### src/verilog/axis_alarm_pkg.sv
// Shared constants and types for the axis alarm and common start block.
package axis_alarm_pkg;

  // ------------------------------------------------------------------
  // Register byte offsets
  // ------------------------------------------------------------------
  localparam logic [7:0] OFS_COMMAND = 8'h00;
  localparam logic [7:0] OFS_ENV = 8'h04;
  localparam logic [7:0] OFS_OPMODE = 8'h08;
  localparam logic [7:0] OFS_IRQEN = 8'h0C;
  localparam logic [7:0] OFS_SUBSTAT = 8'h10;
  localparam logic [7:0] OFS_STOPCAUSE = 8'h14;
  localparam logic [7:0] OFS_EXTSTAT = 8'h18;
  localparam logic [7:0] OFS_IRQCAUSE = 8'h1C;

  // ------------------------------------------------------------------
  // Field positions
  // ------------------------------------------------------------------
  localparam int ENV_ALARM_DECEL_BIT = 8;
  localparam int ENV_ALARM_POL_BIT = 9;
  localparam int ENV_START_EDGE_BIT = 18;
  localparam int ENV_FILTER_BIT = 26;
  localparam int OPM_WAIT_LSB = 18;
  localparam int IRQEN_START_BIT = 18;
  localparam int CAUSE_START_BIT = 19;
  localparam int SUB_ALARM_BIT = 11;
  localparam int STOP_ALARM_BIT = 7;
  localparam int EXT_LINE_BIT = 5;

  // ------------------------------------------------------------------
  // Field values and reset values
  // ------------------------------------------------------------------
  localparam logic [1:0] WAIT_MODE_COMMON = 2'h1;
  localparam logic [3:0] OPER_IDLE = 4'h0;
  localparam logic [3:0] OPER_RUN = 4'h1;
  localparam logic [3:0] OPER_WAIT = 4'h2;
  localparam logic [31:0] ENV_RESET = 32'h0000_0000;
  localparam logic [31:0] OPMODE_RESET = 32'h0000_0000;
  localparam logic [31:0] IRQEN_RESET = 32'h0000_0000;
  localparam logic [1:0] RESP_OKAY = 2'h0;
  localparam logic [1:0] RESP_SLVERR = 2'h2;

  // ------------------------------------------------------------------
  // Commands
  // ------------------------------------------------------------------
  localparam logic [7:0] CMD_SIMUL_START = 8'h06;
  localparam logic [7:0] CMD_OWN_START = 8'h2A;
  localparam logic [7:0] CMD_IMM_STOP = 8'h49;
  localparam logic [7:0] CMD_START_CONST = 8'h50;
  localparam logic [7:0] CMD_START_FAST = 8'h51;

  // ------------------------------------------------------------------
  // Timing counts in reference clock cycles
  // ------------------------------------------------------------------
  localparam logic [6:0] ALARM_FILTER_CYCLES = 7'h50;
  localparam logic [6:0] RAW_MIN_CYCLES = 7'h02;
  localparam logic [3:0] ONESHOT_CYCLES = 4'h8;

  typedef enum logic [1:0] {
    ST_IDLE = 2'b00,
    ST_WAIT = 2'b01,
    ST_RUN = 2'b10,
    ST_DECEL = 2'b11
  } axis_state_t;

endpackage

### src/verilog/axis_alarm_stop_and_sync_start.sv
// Axis alarm stop and common start line handling with an AXI4-Lite slave.
//
// Notes on behaviour
// - Alarm in motion halts; decelerates only after a fast start.
// - Stop-method bit: 0 halts at once, 1 decelerates for fast starts.
// - A start command written while the alarm is active emits no pulses.
// - Alarm needs 80 cycles active with filter on, 2 cycles with it off.
// - Environment bit 9 selects alarm polarity: 0 low, 1 high active.
// - Sub-status bit 11 reads 1 while the alarm is active.
// - A halt caused by the alarm sets stop cause bit 7.
// - Environment bit 26 filters out alarm pulses under 80 cycles.
// - Start-wait field 01 starts the axis when the start line goes low.
// - Waiting axes start together; any device may drive the line.
// - The common start line is always active low.
// - Enable bit 18: line activity raises the interrupt, cause bit 19.
// - Extension status reads 0010 while waiting; bit 5 shows the line.
// - Command 06h drives an 8-cycle low pulse and senses it back.
// - Environment bit 18 selects level (0) or edge (1) triggering.
// - In level mode a low line starts the waiting axis at once.
// - Unless start-wait field is 01, start commands launch the axis without the shared line.
// - Immediate stop 49h cancels waiting for the common start.
// - Command 2Ah acts like a line assertion for this axis only.
`timescale 1ns/1ns
`default_nettype none
module axis_alarm_stop_and_sync_start
  import axis_alarm_pkg::*;
(
  input wire logic ref_clk,
  input wire logic rst_n,
  input wire logic [7:0] s_axi_awaddr,
  input wire logic s_axi_awvalid,
  output logic s_axi_awready,
  input wire logic [31:0] s_axi_wdata,
  input wire logic [3:0] s_axi_wstrb,
  input wire logic s_axi_wvalid,
  output logic s_axi_wready,
  output logic [1:0] s_axi_bresp,
  output logic s_axi_bvalid,
  input wire logic s_axi_bready,
  input wire logic [7:0] s_axi_araddr,
  input wire logic s_axi_arvalid,
  output logic s_axi_arready,
  output logic [31:0] s_axi_rdata,
  output logic [1:0] s_axi_rresp,
  output logic s_axi_rvalid,
  input wire logic s_axi_rready,
  input wire logic alarmIn,
  input wire logic startLineIn,
  output logic startLineOut,
  output logic startLineOe,
  input wire logic feedDone,
  output logic feedRun,
  output logic decelStop,
  output logic irqReq
);

  // ------------------------------------------------------------------
  // State
  // ------------------------------------------------------------------
  typedef struct packed {
    logic awready;
    logic wready;
    logic bvalid;
    logic [1:0] bresp;
    logic arready;
    logic rvalid;
    logic [1:0] rresp;
    logic [31:0] rdata;
    logic [31:0] env;
    logic [31:0] opMode;
    logic [31:0] irqEn;
    logic stopAlarm;
    logic causeStart;
    logic irq;
    axis_state_t state;
    logic fast;
    logic decel;
    logic [3:0] pulseCnt;
    logic drive;
    logic linePrev;
  } top_state_t;

  top_state_t s;
  top_state_t next_s;
  logic alarmActive;
  logic lineActive;
  logic wrFire;
  logic rdFire;
  logic cmdWrite;
  logic [7:0] cmdCode;
  logic startCmd;
  logic stopCmd;
  logic ownCmd;
  logic simulCmd;
  logic lineRise;
  logic lineTrig;
  logic waitMode;
  logic [3:0] operCode;

  // ------------------------------------------------------------------
  // Input conditioning
  // ------------------------------------------------------------------
  input_sync_filter alarmFilter (
    .ref_clk(ref_clk),
    .rst_n(rst_n),
    .pinIn(alarmIn),
    .activeHigh(s.env[ENV_ALARM_POL_BIT]),
    .filterOn(s.env[ENV_FILTER_BIT]),
    .level(alarmActive)
  );

  // The start line polarity is fixed low and has no setting.
  input_sync_filter startFilter (
    .ref_clk(ref_clk),
    .rst_n(rst_n),
    .pinIn(startLineIn),
    .activeHigh(1'b0),
    .filterOn(1'b0),
    .level(lineActive)
  );

  // ------------------------------------------------------------------
  // Decode
  // ------------------------------------------------------------------
  assign wrFire = s.awready && s.wready;
  assign rdFire = s.arready;
  assign cmdWrite = wrFire && (s_axi_awaddr == OFS_COMMAND) && s_axi_wstrb[0];
  assign cmdCode = s_axi_wdata[7:0];
  assign startCmd = cmdWrite && ((cmdCode == CMD_START_CONST) ||
                                 (cmdCode == CMD_START_FAST));
  assign stopCmd = cmdWrite && (cmdCode == CMD_IMM_STOP);
  assign ownCmd = cmdWrite && (cmdCode == CMD_OWN_START);
  assign simulCmd = cmdWrite && (cmdCode == CMD_SIMUL_START);
  assign lineRise = lineActive && !s.linePrev;
  assign waitMode = s.opMode[OPM_WAIT_LSB+1:OPM_WAIT_LSB] == WAIT_MODE_COMMON;
  assign lineTrig = s.env[ENV_START_EDGE_BIT] ? lineRise :
                    lineActive;
  assign operCode = (s.state == ST_WAIT) ? OPER_WAIT :
                    (s.state == ST_IDLE) ? OPER_IDLE : OPER_RUN;

  function automatic logic [31:0] mergeBytes(input logic [31:0] old,
                                             input logic [31:0] data,
                                             input logic [3:0] strb);
    logic [31:0] res;
    res = old;
    for (int i = 0; i < 4; i++) begin
      if (strb[i]) begin
        res[i*8 +: 8] = data[i*8 +: 8];
      end
    end
    return res;
  endfunction

  // ------------------------------------------------------------------
  // Next state
  // ------------------------------------------------------------------
  always_comb begin
    next_s = s;
    next_s.linePrev = lineActive;

    // Write channel: take address and data together, answer after both.
    next_s.awready = s_axi_awvalid && s_axi_wvalid && !s.awready &&
                     !s.bvalid;
    next_s.wready = s_axi_awvalid && s_axi_wvalid && !s.awready &&
                    !s.bvalid;
    if (wrFire) begin
      next_s.bvalid = 1'b1;
      next_s.bresp = RESP_OKAY;
      unique case (s_axi_awaddr)
        OFS_COMMAND: ;
        OFS_ENV: begin
          next_s.env = mergeBytes(s.env, s_axi_wdata, s_axi_wstrb);
        end
        OFS_OPMODE: begin
          next_s.opMode = mergeBytes(s.opMode, s_axi_wdata, s_axi_wstrb);
        end
        OFS_IRQEN: begin
          next_s.irqEn = mergeBytes(s.irqEn, s_axi_wdata, s_axi_wstrb);
        end
        default: next_s.bresp = RESP_SLVERR;
      endcase
    end else if (s.bvalid && s_axi_bready) begin
      next_s.bvalid = 1'b0;
    end

    // Read channel: one-cycle address ready, data on the next edge.
    next_s.arready = s_axi_arvalid && !s.arready && !s.rvalid;
    if (rdFire) begin
      next_s.rvalid = 1'b1;
      next_s.rresp = RESP_OKAY;
      next_s.rdata = 32'h0000_0000;
      unique case (s_axi_araddr)
        OFS_COMMAND, OFS_ENV, OFS_OPMODE, OFS_IRQEN: ;
        OFS_SUBSTAT: next_s.rdata[SUB_ALARM_BIT] = alarmActive;
        OFS_STOPCAUSE: next_s.rdata[STOP_ALARM_BIT] = s.stopAlarm;
        OFS_EXTSTAT: begin
          next_s.rdata[3:0] = operCode;
          next_s.rdata[EXT_LINE_BIT] = lineActive;
        end
        OFS_IRQCAUSE: next_s.rdata[CAUSE_START_BIT] = s.causeStart;
        default: next_s.rresp = RESP_SLVERR;
      endcase
    end else if (s.rvalid && s_axi_rready) begin
      next_s.rvalid = 1'b0;
    end

    // Event cause: reading it clears it, a new event in that cycle wins.
    if (rdFire && s_axi_araddr == OFS_IRQCAUSE) begin
      next_s.causeStart = 1'b0;
    end
    if (lineRise && s.irqEn[IRQEN_START_BIT]) begin
      next_s.causeStart = 1'b1;
    end
    next_s.irq = next_s.causeStart;

    // One-shot drive of the shared line; the pin reads it back.
    if (simulCmd && s.pulseCnt == 4'h0) begin
      next_s.pulseCnt = ONESHOT_CYCLES;
    end else if (s.pulseCnt != 4'h0) begin
      next_s.pulseCnt = s.pulseCnt - 4'h1;
    end
    next_s.drive = next_s.pulseCnt != 4'h0;

    // Axis sequencing.
    unique case (s.state)
      ST_IDLE: begin
        if (startCmd) begin
          next_s.fast = cmdCode == CMD_START_FAST;
          next_s.stopAlarm = alarmActive;
          if (alarmActive) begin
            next_s.state = ST_IDLE;
          end else if (!waitMode) begin
            next_s.state = ST_RUN;
          end else if (!s.env[ENV_START_EDGE_BIT] && lineActive) begin
            next_s.state = ST_RUN;
          end else begin
            next_s.state = ST_WAIT;
          end
        end
      end
      ST_WAIT: begin
        if (stopCmd) begin
          next_s.state = ST_IDLE;
        end else if (lineTrig || ownCmd) begin
          if (alarmActive) begin
            next_s.state = ST_IDLE;
            next_s.stopAlarm = 1'b1;
          end else begin
            next_s.state = ST_RUN;
          end
        end
      end
      ST_RUN: begin
        if (stopCmd) begin
          next_s.state = ST_IDLE;
        end else if (alarmActive) begin
          next_s.stopAlarm = 1'b1;
          if (s.env[ENV_ALARM_DECEL_BIT] && s.fast) begin
            next_s.state = ST_DECEL;
          end else begin
            next_s.state = ST_IDLE;
          end
        end else if (feedDone) begin
          next_s.state = ST_IDLE;
        end
      end
      ST_DECEL: begin
        // The driver holds the alarm until the ramp reports done.
        if (stopCmd || feedDone) begin
          next_s.state = ST_IDLE;
        end
      end
    endcase
    next_s.decel = next_s.state == ST_DECEL;
  end

  always_ff @(posedge ref_clk or negedge rst_n) begin
    if (!rst_n) begin
      s <= '0;
      s.env <= ENV_RESET;
      s.opMode <= OPMODE_RESET;
      s.irqEn <= IRQEN_RESET;
      s.state <= ST_IDLE;
    end else begin
      s <= next_s;
    end
  end

  // ------------------------------------------------------------------
  // Outputs
  // ------------------------------------------------------------------
  assign s_axi_awready = s.awready;
  assign s_axi_wready = s.wready;
  assign s_axi_bvalid = s.bvalid;
  assign s_axi_bresp = s.bresp;
  assign s_axi_arready = s.arready;
  assign s_axi_rvalid = s.rvalid;
  assign s_axi_rresp = s.rresp;
  assign s_axi_rdata = s.rdata;
  assign startLineOut = 1'b0;
  assign startLineOe = s.drive;
  assign feedRun = s.state[1];
  assign decelStop = s.decel;
  assign irqReq = s.irq;
endmodule
`default_nettype wire

### src/verilog/input_sync_filter.sv
// Two-stage synchroniser with a minimum-width input filter.
`timescale 1ns/1ns
`default_nettype none
module input_sync_filter
  import axis_alarm_pkg::*;
(
  input wire logic ref_clk,
  input wire logic rst_n,
  input wire logic pinIn,
  input wire logic activeHigh,
  input wire logic filterOn,
  output logic level
);

  typedef struct packed {
    logic sync1;
    logic sync2;
    logic [1:0] warm;
    logic [6:0] cnt;
    logic level;
  } filt_state_t;

  filt_state_t s;
  filt_state_t next_s;
  logic active;
  logic [6:0] thr;

  // The output follows the input only after thr identical samples.
  always_comb begin
    next_s = s;
    next_s.sync1 = pinIn;
    next_s.sync2 = s.sync1;
    next_s.warm = {s.warm[0], 1'b1};
    active = (s.sync2 == activeHigh);
    thr = filterOn ? ALARM_FILTER_CYCLES : RAW_MIN_CYCLES;
    // Counting waits until both stages hold pin samples, so the reset
    // value of the synchroniser can never show up as a false edge.
    if (s.warm[1] && active != s.level) begin
      if (s.cnt == thr - 7'h01) begin
        next_s.level = active;
        next_s.cnt = 7'h00;
      end else begin
        next_s.cnt = s.cnt + 7'h01;
      end
    end else begin
      next_s.cnt = 7'h00;
    end
  end

  always_ff @(posedge ref_clk or negedge rst_n) begin
    if (!rst_n) begin
      s <= '0;
    end else begin
      s <= next_s;
    end
  end

  assign level = s.level;
endmodule
`default_nettype wire
### config.mk
export PLATFORM = sky130hd
export DESIGN_NAME = axis_alarm_stop_and_sync_start
export DESIGN_NICKNAME = d
export VERILOG_FILES = /design/src/verilog/axis_alarm_pkg.sv /design/src/verilog/axis_alarm_stop_and_sync_start.sv /design/src/verilog/input_sync_filter.sv
export SDC_FILE = /design/constraint.sdc
export NUM_CORES = 1
export LEC_CHECK = 0
export BUFFER_PORTS_ARGS = -buffer_cell sky130_fd_sc_hd__clkbuf_2
export CORE_UTILIZATION = 55
export CTS_BUF_LIST = sky130_fd_sc_hd__clkbuf_2 sky130_fd_sc_hd__clkbuf_4 sky130_fd_sc_hd__clkbuf_8
export DETAILED_ROUTE_END_ITERATION = 12
export GPL_ROUTABILITY_DRIVEN = 0
export PLACE_DENSITY_LB_ADDON = 0.08
export SLEW_MARGIN = 5
export SYNTH_ARGS = -nofsm -noshare
export SYNTH_HDL_FRONTEND = slang
export SYNTH_SLANG_ARGS = --single-unit
### constraint.sdc
create_clock -name ref_clk -period 4.8 [get_ports ref_clk]
set_clock_uncertainty 0.05 [all_clocks]
set_input_delay 0.96 -clock ref_clk [delete_from_list [all_inputs] [get_ports ref_clk]]
set_output_delay 0.96 -clock ref_clk [all_outputs]
set_load 0.03 [all_outputs]
* Word level (Yosys, flattened, before mapping)
Cells that the tools add are included.
Storage, ports and cells: register bits after elaboration 67, output and inout port bits 46
Cells by class: add/subtract/negate cells 4, equality and inequality tests 29, muxes and demuxes 42, bitwise gates (word level) 1, reduce and logical (&&, ||, !) cells 51
Operator list (number):
- 7-bit two-way mux | 5
- 8-bit by 4-bit == test with 1-bit output (second input constant) | 4
- 8-bit by 5-bit == test with 1-bit output (second input constant) | 4
- 2-bit two-way mux | 15
- 8-bit by 3-bit == test with 1-bit output (second input constant) | 3
- 8-bit by 7-bit == test with 1-bit output (second input constant) | 3
- 1-bit logical AND | 21
- 1-bit two-way mux | 17
- 8-bit zero test | 2
- 3-bit AND reduction | 5
- 7-bit by 1-bit adder with 7-bit output (second input constant) | 2
- 8-bit by 6-bit == test with 1-bit output (second input constant) | 1
- 4-bit two-way mux | 2
- 2-bit case mux with 4 select lines | 1
- 4-bit nonzero test | 2
- 8-bit OR reduction | 1
- 7-bit by 1-bit == test with 1-bit output (second input constant) | 1
- 7-bit == test | 1
- 7-bit by 1-bit subtractor with 7-bit output (second input constant) | 1
- 2-bit == test (second input constant) | 3
- 1-bit zero test | 6
- 2-bit inequality test (second input constant) | 3
- 2-bit AND reduction | 3
- 2-bit nonzero test | 3
- other kinds (14) | 18

* Longest topological paths before layout
Gate-level depths: netlist of the first run.
depth in word-level cells 9, depth in mapped cells 7, mapped depth without buffers 7

* Modules after synthesis
Synthesis of the first run repeated with hierarchy kept, for this count alone.
Second synthesis, totals: cells, all modules 288, area, all modules 2990.4 µm²
By module, submodules not included:
- axis_alarm_stop_and_sync_start | instances 1, cells each 200, area each 1941.9 µm², seq. area each 775.7 µm²
- input_sync_filter | instances 2, cells each 44, area each 524.3 µm², seq. area each 300.3 µm²

* Worst setup path before layout of the first run
Ideal clock, no wire load.
path kind input to register, start point input s_axi_awaddr[1], end point register s[12] (netlist bit), arrival time 2.368 ns, required time 4.628 ns, path slack 2.260 ns, cell stages on the path 5, buffers on the path 0, cells stage by stage nor4_4 and4_2 a21o_2 or4b_1 a32o_1
On the way: cells in the longest elaborated chain, start to end 7, elaborated cells between the ends (all ways) 12, those cells by class eq/ne (4); reduce/logical (8)
Ends and longest elaborated chain:
- start, declared | RTL line axis_alarm_stop_and_sync_start.sv:30 | input wire logic [7:0] s_axi_awaddr,
- 8-bit zero test (*) | RTL line axis_alarm_stop_and_sync_start.sv:127 | assign cmdWrite = wrFire && (s_axi_awaddr == OFS_COMMAND) && s_axi_wstrb[0];
- 1-bit logical AND (*) (2 in a row) | RTL line axis_alarm_stop_and_sync_start.sv:127
- 1-bit logical AND | RTL line axis_alarm_stop_and_sync_start.sv:132 | assign ownCmd = cmdWrite && (cmdCode == CMD_OWN_START);
- 1-bit logical OR | RTL line axis_alarm_stop_and_sync_start.sv:244 | end else if (lineTrig || ownCmd) begin
- 2-bit by 1-bit inequality test with 1-bit output (no line)
- 5-bit AND reduction (no line) (*)
- end signal, assigned | RTL line axis_alarm_stop_and_sync_start.sv:285 | s <= next_s;
- end, declared | RTL line axis_alarm_stop_and_sync_start.sv:83 | top_state_t s;
Every way passes the cells marked *; elsewhere a longest branch is shown, timed or not. A chain may end at the register's enable or synchronous reset.

* Worst setup path after layout of the first run
Same ends and word-level chain as after synthesis.

==> results of run 1 <==
==> cells in the mapped netlist, drive strengths merged (2+ instances only) <==
| cell | number | area (um^2) |
|---|---|---|
| a2111o | 2 | 22.52 |
| a211oi | 2 | 15.01 |
| a21o | 2 | 16.27 |
| a21oi | 3 | 15.01 |
| a32o | 5 | 50.05 |
| and3 | 3 | 18.77 |
| and4 | 2 | 18.77 |
| buf | 38 | 285.3 |
| conb | 2 | 7.510 |
| dfrtp | 53 | 1326 |
| ha | 8 | 100.1 |
| inv | 18 | 67.56 |
| mux2 | 8 | 90.08 |
| nand2 | 17 | 63.81 |
| nand2b | 2 | 12.51 |
| nand3 | 10 | 50.05 |
| nand3b | 3 | 22.52 |
| nand4 | 7 | 58.81 |
| nor2 | 33 | 126.4 |
| nor2b | 5 | 31.28 |
| nor3 | 4 | 20.02 |
| nor4 | 4 | 40.04 |
| nor4b | 4 | 35.03 |
| o21a | 3 | 22.52 |
| o21ai | 7 | 35.03 |
| or3 | 3 | 18.77 |
| xnor2 | 8 | 70.07 |
| xor2 | 7 | 61.31 |
==> through the flow <==
step | utilization [%] | area [um^2] | hold WS (ns)
floorplan | - | 2953 | 0.2812
global placement | 62.92 | 3050 | 0.2852
detailed placement | 62.92 | 3050 | 0.2858
CTS | 64.67 | 3136 | 0.3082
global route | 64.67 | 3136 | 0.3177
finish | 64.67 | 3136 | 0.3058
==> registers in the layout, indices dropped and copies added (netlist names) <==
signal	cells
alarmFilter.next_s	2
feedRun	1
irqReq	1
startFilter.s	8
s_axi_bresp	1
s_axi_rdata	6
s_axi_rresp	1
s_axi_bvalid	1
alarmFilter.s	9
s_axi_wready	1
decelStop	1
startFilter.level	1
s_axi_rvalid	1
startLineOe	1
startFilter.next_s	1
alarmFilter.level	1
s_axi_arready	1
s	15
==> worst paths after layout <==
kind                                         from                end  cells past startpoint  slack, ns
setup / recovery                  s_axi_awaddr[1]              s[12]                      6       2.30
hold / removal             alarmFilter.next_s[10]  alarmFilter.s[10]                      0       0.31
setup reg to reg                     s_axi_wready              s[12]                      5       2.75
hold reg to reg            alarmFilter.next_s[10]  alarmFilter.s[10]                      0       0.31
max in group asynchronous                   rst_n               s[2]                      2       3.55
min in group asynchronous                   rst_n      s_axi_arready                      2       0.72
==> logic make-up after synthesis <==
logic type / synth area share (%)
simple gates: 20.30
buf+inv: 12.52
flops: 46.57
compound gates: 9.051
xor+xnor: 4.613
fa+ha+maj: 3.515
mux: 3.163
other cells: 0.2637
==> critical path: stages <==
cell      delay, ns
clkbuf_2       0.10
nor4_4         0.46
nand4_4        0.21
o21a_1         0.24
or4b_1         0.46
a32o_1         0.21
==> power breakdown <==
part	total [mW]	switching, mW	internal [mW]	leakage (nW)
clock network	0.243	0.142	0.101	0.0402
registers	0.565	0.0616	0.503	0.686
logic	0.345	0.207	0.138	0.823
total	1.15	0.411	0.742	1.55
==> cell type report <==
type,instances,area (um^2),share of cell area (%)
tap,67,83.83,2.674
clock inverter,2,16.27,0.5188
clock buffer,5,68.82,2.195
timing repair buffer,60,302.8,9.657
sequential,53,1326,42.30
inverter,18,67.56,2.155
multi-input combinational,198,1270,40.50
==> layer usage <==
metal  part of all wire (%)  wire length, um  vias up
met5                      0                0        -
met4                    1.7               86        0
met3                    4.6              227        8
met2                     46             2308       64
met1                     47             2360      952
li1                       -                -     1010
==> out/qor.txt, run 1 <==
Status = completed
Yosys reg bits = 53
Clock slew at the register clock pins of the worst setup and hold paths = 0.09 ns
Post-CTS Setup Inserts = 0
RSZ-0062 raised after global routing = false
Slew Limit Fails = 0
Synthesized area per cell = 10.17 um^2
Vias in the first global route = 1803
Max Freq = 400.1 MHz
Final setup TNS = 0 ns
Initial antenna violation count = 0
H-tree Lvls = 2
Ant diodes = 0
DRC Markers = 0
Mapped cell area = 2848 um^2
Final wirelength = 4983 um
Final setup viols = 0
Initial core utilization = 58.74%
Number of CTS-inserted buffers = 5
Post-place setup slack = 1.967 ns
Cells after Synth = 280
Inst Count DP = 396
First-pass GRT wire length = 8128 um
Resized cells post-CTS = 0
Setup ws final = 2.300 ns
Die Ht = 73.96 um
Worst Tran Pin Value = 0.6481 ns
Hold_buf cts = 0
Top-Level Pins = 108
Total power density per cell area = 367.7 nW/um^2
Fin cells = 403
Maximum number of pins on one net before global-route repair = 54
Die width = 73.96 um
Gr busiest metal = met2
Critical Path Source Type = input pin
Syn. warnings = 0
Post-synthesis cell type count = 52
Lkg Pwr = 1.550 nW
Area Growth Syn to Fin = 10.11%
CTS tree = done
Wire per inst = 12.36 um
Clk_lat worst skew = 0.30 ns
Detail Route Antenna Nets = 0
Total power = 1.153 mW
Layout cells sized above 1 = 23.51%
Core area = 4848 um^2
Ys async rst share = 100.0%
Hpwl dp = 3868 um
Max-slew headroom = 56.79%
Hold WC Path Type = flop to flop
Layout filler cell count = 414
Synth Flop Type = dfrtp_1
Max Buffers Root-to-Sink = 2
GR Overflow Total = 0
Critical path type = input pin to flop
Post-synthesis sequential area ratio = 46.57%
Met3 GRT Util = 3.388%
Commonest non-fill, non-tap cell in the layout = clkbuf_2
Max cap viols = 0
CP Data Required Time = 4.94 ns
Critical path endpoint category = flop
Critical Path AT = 2.64 ns
Fin crit share = 52.07%
Row count = 25
Root Driver = clkbuf_8
# nets final = 406
Peak VDD IR = 0.0002150 V
Fin. Hold Viols = 0
M1 GR Usage = 27.96%
Largest fanout on the critical path = 7
GR Util met2 = 30.61%
EDFF count, synth = 0
TritonRoute pass-1 iters = 4
Gr usage total = 19.82%
Period minus WS final = 2.500 ns
Most frequent cells in the layout = clkbuf_2, dfrtp_1, nor2_1, conb_1, inv_1
Detailed-route via count = 2034
Full die area = 5469 um^2
DR vias/cell = 5.047
1st-iter DRT viols = 97
Clk sinks = 53
IO Port Bufs = 59
Note: power is estimated with default switching activity, not from simulation.
==> run 2: changes to the inputs <==
--- a/config.mk
+++ b/config.mk
@@ -6,7 +6,7 @@
 export NUM_CORES = 1
 export LEC_CHECK = 0
 export BUFFER_PORTS_ARGS = -buffer_cell sky130_fd_sc_hd__clkbuf_2
-export CORE_UTILIZATION = 55
+export CORE_UTILIZATION = 46
 export CTS_BUF_LIST = sky130_fd_sc_hd__clkbuf_2 sky130_fd_sc_hd__clkbuf_4 sky130_fd_sc_hd__clkbuf_8
 export DETAILED_ROUTE_END_ITERATION = 12
 export GPL_ROUTABILITY_DRIVEN = 0
==> constraint.sdc (replaced) <==
create_clock -name ref_clk -period 2.2 [get_ports ref_clk]
set_clock_uncertainty 0.05 [all_clocks]
set_input_delay 0.44 -clock ref_clk [delete_from_list [all_inputs] [get_ports ref_clk]]
set_output_delay 0.44 -clock ref_clk [all_outputs]
set_load 0.03 [all_outputs]
==> out/qor.txt, run 2 (synthesis results as in run 1) <==
Fin Hold WS = -0.002573 ns (-0.3084 ns)
RSZ-0062 raised after global routing = false
Most frequent cells in the layout = clkbuf_2, dfrtp_1, nor2_1, conb_1, inv_1
R2r worst-path depth = 6 (+1)
Hold_buf cts = 0 (unchanged)
Top-Level Pins = 108 (unchanged)
Fin crit share = 89.44%
Area Growth Syn to Fin = 13.80%
Clk pwr share = 23.1% (+2.0 points)
Detailed-route via count = 2051 (+0.84%)
CP Data Required Time = 2.38 ns (-2.56 ns)
R2r startpoint = s_axi_wready
Critical path type = flop to flop
Worst r2r dst = decelStop
Detail Route Antenna Nets = 0 (unchanged)
Most flops, register = s
Lkg Pwr = 1.609 nW (+3.8%)
Slew Limit Fails = 0 (unchanged)
DRC Markers = 0 (unchanged)
Sw Pwr = 925.9 uW (+130%)
Wire per inst = 12.12 um (-2.0%)
Layout cells sized above 1 = 25.72% (+2.2 points)
Die Ht = 80.68 um (+9.1%)
Final setup viols = 0 (unchanged)
Failing checks = hold timing
Max reg flops = 15 (unchanged)
Critical path endpoint category = flop
Commonest non-fill, non-tap cell in the layout = clkbuf_2
Gr usage total = 17.69% (-2.1 points)
DR vias/cell = 4.872 (-3.5%)
Fin cells = 421 (+4.5%)
Fin. Hold Viols = 5 (+5)
Layout filler cell count = 558 (+35%)
H-tree Lvls = 2 (unchanged)
Largest fanout on the critical path = 3 (-4)
Initial core utilization = 47.82% (-11 points)
Cell Int Power = 1.689 mW (+130%)
TritonRoute pass-1 iters = 4 (unchanged)
Max cap viols = 0 (unchanged)
R2R Setup Slk = 0.23 ns (-2.52 ns)
Setup ws final = 0.2322 ns (-2.068 ns)
Critical Path Source Type = flop
Inst Count DP = 413 (+4.3%)
Maximum number of pins on one net before global-route repair = 38 (-30%)
Peak VDD IR = 0.0003883 V (+81%)
Fin util = 54.41% (-10 points)
Comb pwr share = 30.8% (+0.9 points)
Core area = 5956 um^2 (+23%)
Clock slew at the register clock pins of the worst setup and hold paths = 0.10 ns (about the same)
Resized cells post-CTS = 0 (unchanged)
Placed Area = 3141 um^2 (+3.0%)
Register area = 1326 um^2 (unchanged)
Design Area, Final = 3241 um^2 (+3.4%)
Full die area = 6509 um^2 (+19%)
Sw frac = 35.41% (-0.21 points)
GR Overflow Total = 0 (unchanged)
Max Buffers Root-to-Sink = 2 (unchanged)
Ant diodes = 0 (unchanged)
Area occupied by multi-input gates = 1270 um^2 (unchanged)
1st-iter DRT viols = 82 (-15%)
Final wirelength = 5102 um (+2.4%)
Status = complete, but fails checks
Post-CTS Setup Inserts = 0 (unchanged)
Total power density per cell area = 807.0 nW/um^2 (+120%)
# nets final = 415 (+2.2%)
Clk_lat worst skew = 0.31 ns (about the same)
Final setup TNS = 0 ns (unchanged)
Initial antenna violation count = 0 (unchanged)
Period minus WS final = 1.968 ns
IO Port Bufs = 59 (unchanged)
Die width = 80.68 um (+9.1%)
Row count = 28 (+12%)
Vias in the first global route = 1917 (+6.3%)
Largest registers = s (15), alarmFilter.s (9), startFilter.s (8)
Total power = 2.615 mW (+130%)
Number of CTS-inserted buffers = 5 (unchanged)
Hpwl dp = 3987 um (+3.1%)
Clk sinks = 53 (unchanged)
Critical Path AT = 2.15 ns (-0.49 ns)
Sequential fraction of design power = 46.1% (-2.9 points)
First-pass GRT wire length = 8721 um (+7.3%)
Max Freq = 508.2 MHz
CTS tree = done
Root Driver = clkbuf_8
Hold WC Path Type = input pin to async pin
Post-place setup slack = 0.03625 ns (-1.931 ns)
[run 2: cell types whose count changed in the layout (fill, tap and decap cells not counted), sizes merged]
cell,delta
buf,+9
clkbuf,+1
clkinvlp,-1
inv,+1
[run 2: metal layers]
layer	vias to the layer above	global-route usage, %	share of wire (%)
li1	1024	-	-
met1	951	24.89	50
met2	69	27.20	43
met3	7	3.295	4.6
met4	0	5.893	1.4
met5	-	0	0
[run 2: cell type report]
cell class | count | share of cell area [%]
clock buffer | 6 | 2.548
timing repair buffer | 69 | 11.81
clock inverter | 2 | 0.5405
tap | 75 | 2.896
multi-input combinational | 198 | 39.19
sequential | 53 | 40.93
inverter | 18 | 2.085
[run 2: worst max path at each step]
stage                          from        end  slack [ns]  cells past startpoint
finish                 s_axi_wready  decelStop        0.23                      6
floorplan                   feedRun      s[12]        0.12                      5
detailed placement  s_axi_awaddr[1]      s[12]        0.04                      7
global placement    s_axi_awaddr[3]  decelStop        0.04                      7
CTS                    s_axi_wready  decelStop        0.22                      6
global route                feedRun  decelStop        0.07                      7
[run 2: worst max-delay path, stage by stage, from the launching register on]
cell,delay [ns]
dfrtp_1,0.39
and4bb_1,0.25
and4_2,0.25
a21o_2,0.22
buf_4,0.13
a2111o_1,0.37
a211oi_1,0.24
[run 2: power groups by stage]
stage          sequential [mW]  combinational (mW)  clock, mW
3_3_place_gp              1.22               0.804          0
3_5_place_dp              1.23               0.812          0
5_1_grt                   1.23               0.917      0.678
4_1_cts                   1.21               0.814      0.628
6_report                  1.21               0.805      0.603
2_1_floorplan             1.25               0.581          0
==> run 3: changes to the inputs <==
--- a/config.mk
+++ b/config.mk
@@ -5,7 +5,9 @@
 export SDC_FILE = /design/constraint.sdc
 export NUM_CORES = 1
 export LEC_CHECK = 0
+export ABC_AREA = 1
 export BUFFER_PORTS_ARGS = -buffer_cell sky130_fd_sc_hd__clkbuf_2
+export CAP_MARGIN = 40
 export CORE_UTILIZATION = 46
 export CTS_BUF_LIST = sky130_fd_sc_hd__clkbuf_2 sky130_fd_sc_hd__clkbuf_4 sky130_fd_sc_hd__clkbuf_8
 export DETAILED_ROUTE_END_ITERATION = 12
==> out/qor.txt, run 3 <==
Lkg Pwr = 1.736 nW (+7.9%)
Syn. warnings = 0 (unchanged)
Max cap viols = 0 (unchanged)
Initial antenna violation count = 0 (unchanged)
Area Growth Syn to Fin = 10.33%
M1 GR Usage = 21.03% (-3.9 points)
EDFF count, synth = 0 (unchanged)
1st-iter DRT viols = 70 (-15%)
DR vias/cell = 4.503 (-7.6%)
Ys async rst share = 100.0% (unchanged)
GR Util met2 = 26.58% (-0.62 points)
Period minus WS final = 1.685 ns (-0.2831 ns)
Worst Tran Pin Value = 0.6601 ns
TritonRoute pass-1 iters = 4 (unchanged)
Largest registers = s (15), alarmFilter.s (9), startFilter.s (8)
Placed Area = 3131 um^2 (-0.32%)
Design Area, Final = 3221 um^2 (-0.62%)
Slew Limit Fails = 0 (unchanged)
Max reg flops = 15 (unchanged)
Most flops, register = s
GR Overflow Total = 0 (unchanged)
Critical path type = flop to flop
Vias in the first global route = 1949 (+1.7%)
H-tree Lvls = 2 (unchanged)
Hold WC Path Type = input pin to flop
Cell Int Power = 1.533 mW (-9.2%)
Max Freq = 593.6 MHz (+17%)
Critical path endpoint category = flop
Initial core utilization = 48.44% (+0.63 points)
Fin crit share = 76.58% (-13 points)
Final setup TNS = 0 ns (unchanged)
Hpwl dp = 3749 um (-6.0%)
Register area = 1326 um^2 (unchanged)
RSZ-0062 raised after global routing = false
Wire per inst = 9.998 um (-18%)
Largest fanout on the critical path = 5 (+2)
Slowest-stage cell, CP = dfrtp_1
Clk_lat worst skew = 0.31 ns (about the same)
Max-slew headroom = 55.99%
Post-place setup slack = 0.4687 ns (+0.4325 ns)
Root Driver = clkbuf_8
Gr usage total = 16.36% (-1.3 points)
Post-synthesis cell type count = 37 (-29%)
Ant diodes = 0 (unchanged)
Crit path top cell by count = nand2_1
Fin Hold WS = 0.1788 ns (+0.1814 ns)
Top-Level Pins = 108 (unchanged)
Number of CTS-inserted buffers = 5 (unchanged)
Yosys top cell by area = dfrtp_1
Critical Path AT = 1.83 ns (-0.32 ns)
Critical Path Source Type = flop
R2r worst-path depth = 9 (+3)
Layout filler cell count = 563 (+0.90%)
Sw frac = 36.49% (+1.1 points)
Die Ht = 81.66 um (+1.2%)
Max Buffers Root-to-Sink = 2 (unchanged)
Mapped cell area = 2919 um^2 (+2.5%)
Die width = 81.66 um (+1.2%)
Final wirelength = 4769 um (-6.5%)
Comb pwr share = 29.2% (-1.6 points)
Synth area leaders = dfrtp_1, buf_4, inv_1
Setup ws final = 0.5153 ns (+0.2831 ns)
Total power density per cell area = 749.6 nW/um^2 (-7.1%)
Peak VDD IR = 0.0002977 V (-23%)
Cells after Synth = 345 (+23%)
Core area = 6026 um^2 (+1.2%)
Sw Pwr = 880.9 uW (-4.9%)
Detail Route Antenna Nets = 0 (unchanged)
Final setup viols = 0 (unchanged)
Hold_buf cts = 0 (unchanged)
R2R Setup Slk = 0.52 ns (+0.28 ns)
Full die area = 6668 um^2 (+2.4%)
Area occupied by multi-input gates = 1209 um^2 (-4.8%)
Fin. Hold Viols = 0 (-5)
First-pass GRT wire length = 8231 um (-5.6%)
Max stage delay on crit path = 0.37 ns (-0.02 ns)
Clk pwr share = 22.9% (-0.2 points)
Synth cell count leaders = dfrtp_1, inv_1, nand2_1, nor2_1, buf_4
DRC Markers = 0 (unchanged)
Top cell type's share of synthesized area = 45.44% (-1.1 points)
Count leader, synth = dfrtp_1
Row count = 28 (unchanged)
Resized cells post-CTS = 0 (unchanged)
Total power = 2.414 mW (-7.7%)
Hold Path Depth = 1
Post-CTS Setup Inserts = 0 (unchanged)
Detailed-route via count = 2148 (+4.7%)
CP Data Required Time = 2.35 ns (-0.03 ns)
Worst-path cell chain = inv_1 > ha_1 > nand2_1 > nor2_1 > nand4_1 > nor3_2 > inv_1 > nand2_1 > nand2_1
Maximum number of pins on one net before global-route repair = 54 (+42%)
Post-synthesis sequential area ratio = 45.44% (-1.1 points)
Met3 GRT Util = 3.667% (+0.37 points)
IO Port Bufs = 59 (unchanged)
Status = completed
Synth Flop Type = dfrtp_1
Layout cells sized above 1 = 22.14% (-3.6 points)
Most frequent cells in the layout = clkbuf_2, dfrtp_1, inv_1, nand2_1, nor2_1
Commonest non-fill, non-tap cell in the layout = clkbuf_2
# nets final = 471 (+13%)
Gr busiest metal = met2
Yosys reg bits = 53 (unchanged)
Clk sinks = 53 (unchanged)
Sequential fraction of design power = 47.8% (+1.7 points)
CTS tree = done
Synthesized area per cell = 8.461 um^2 (-17%)
Clock slew at the register clock pins of the worst setup and hold paths = 0.10 ns (about the same)
==> run 3: power groups by stage <==
stage	clock network [mW]	logic, mW	registers (mW)
after global routing	0.614	0.817	1.17
after global placement	0	0.705	1.17
after detailed placement	0	0.715	1.17
final	0.553	0.706	1.15
after CTS	0.580	0.717	1.16
after floorplan	0	0.533	1.21
==> run 3: kinds of logic (layout without fill, tap and decap cells) <==
| logic type | after synthesis | in the layout | synth area share [%] |
|---|---|---|---|
| compound gates | 36 | 36 | 7.244 |
| buf+inv | 92 | 121 | 16.76 |
| other cells | 2 | 30 | 0.2573 |
| fa+ha+maj | 8 | 8 | 3.429 |
| flops | 53 | 53 | 45.43 |
| xor+xnor | 9 | 9 | 2.700 |
| simple gates | 142 | 142 | 23.02 |
| mux | 3 | 3 | 1.157 |
==> run 3: final timing paths <==
check                                       from                     end
setup reg to reg                            s[2]             startLineOe
min in group asynchronous                  rst_n               decelStop
setup / recovery                            s[2]             startLineOe
hold / removal                           alarmIn  alarmFilter.next_s[10]
hold reg to reg            alarmFilter.next_s[9]        alarmFilter.s[9]
max in group asynchronous                  rst_n          s_axi_rdata[1]
==> run 3: layer usage <==
metal	wire length (um)	vias to the layer above
li1	-	1134
met1	2315	933
met2	2076	76
met3	310	5
met4	66	0
met5	0	-
==> run 3: cell type report <==
type | count | area share (%)
multi-input combinational | 228 | 37.53
sequential | 53 | 41.18
clock buffer | 5 | 2.137
tap | 75 | 2.914
inverter | 53 | 6.177
clock inverter | 3 | 0.6605
timing repair buffer | 60 | 9.402
==> run 3: metrics by stage <==
step | util [%] | cells
4_1_cts | 53.45 | 477
3_3_place_gp | 51.95 | 469
6_report | 53.45 | 477
3_5_place_dp | 51.95 | 469
2_1_floorplan | - | 373
5_1_grt | 53.45 | 477
==> run 3: worst max-delay path: cells and delay by family (launching register included) <==
kind | cells | cell delay (ns)
DFF | 1 | 0.37
adders and majority gates | 1 | 0.17
buffers and inverters | 2 | 0.17
and+or+nand+nor | 6 | 0.82
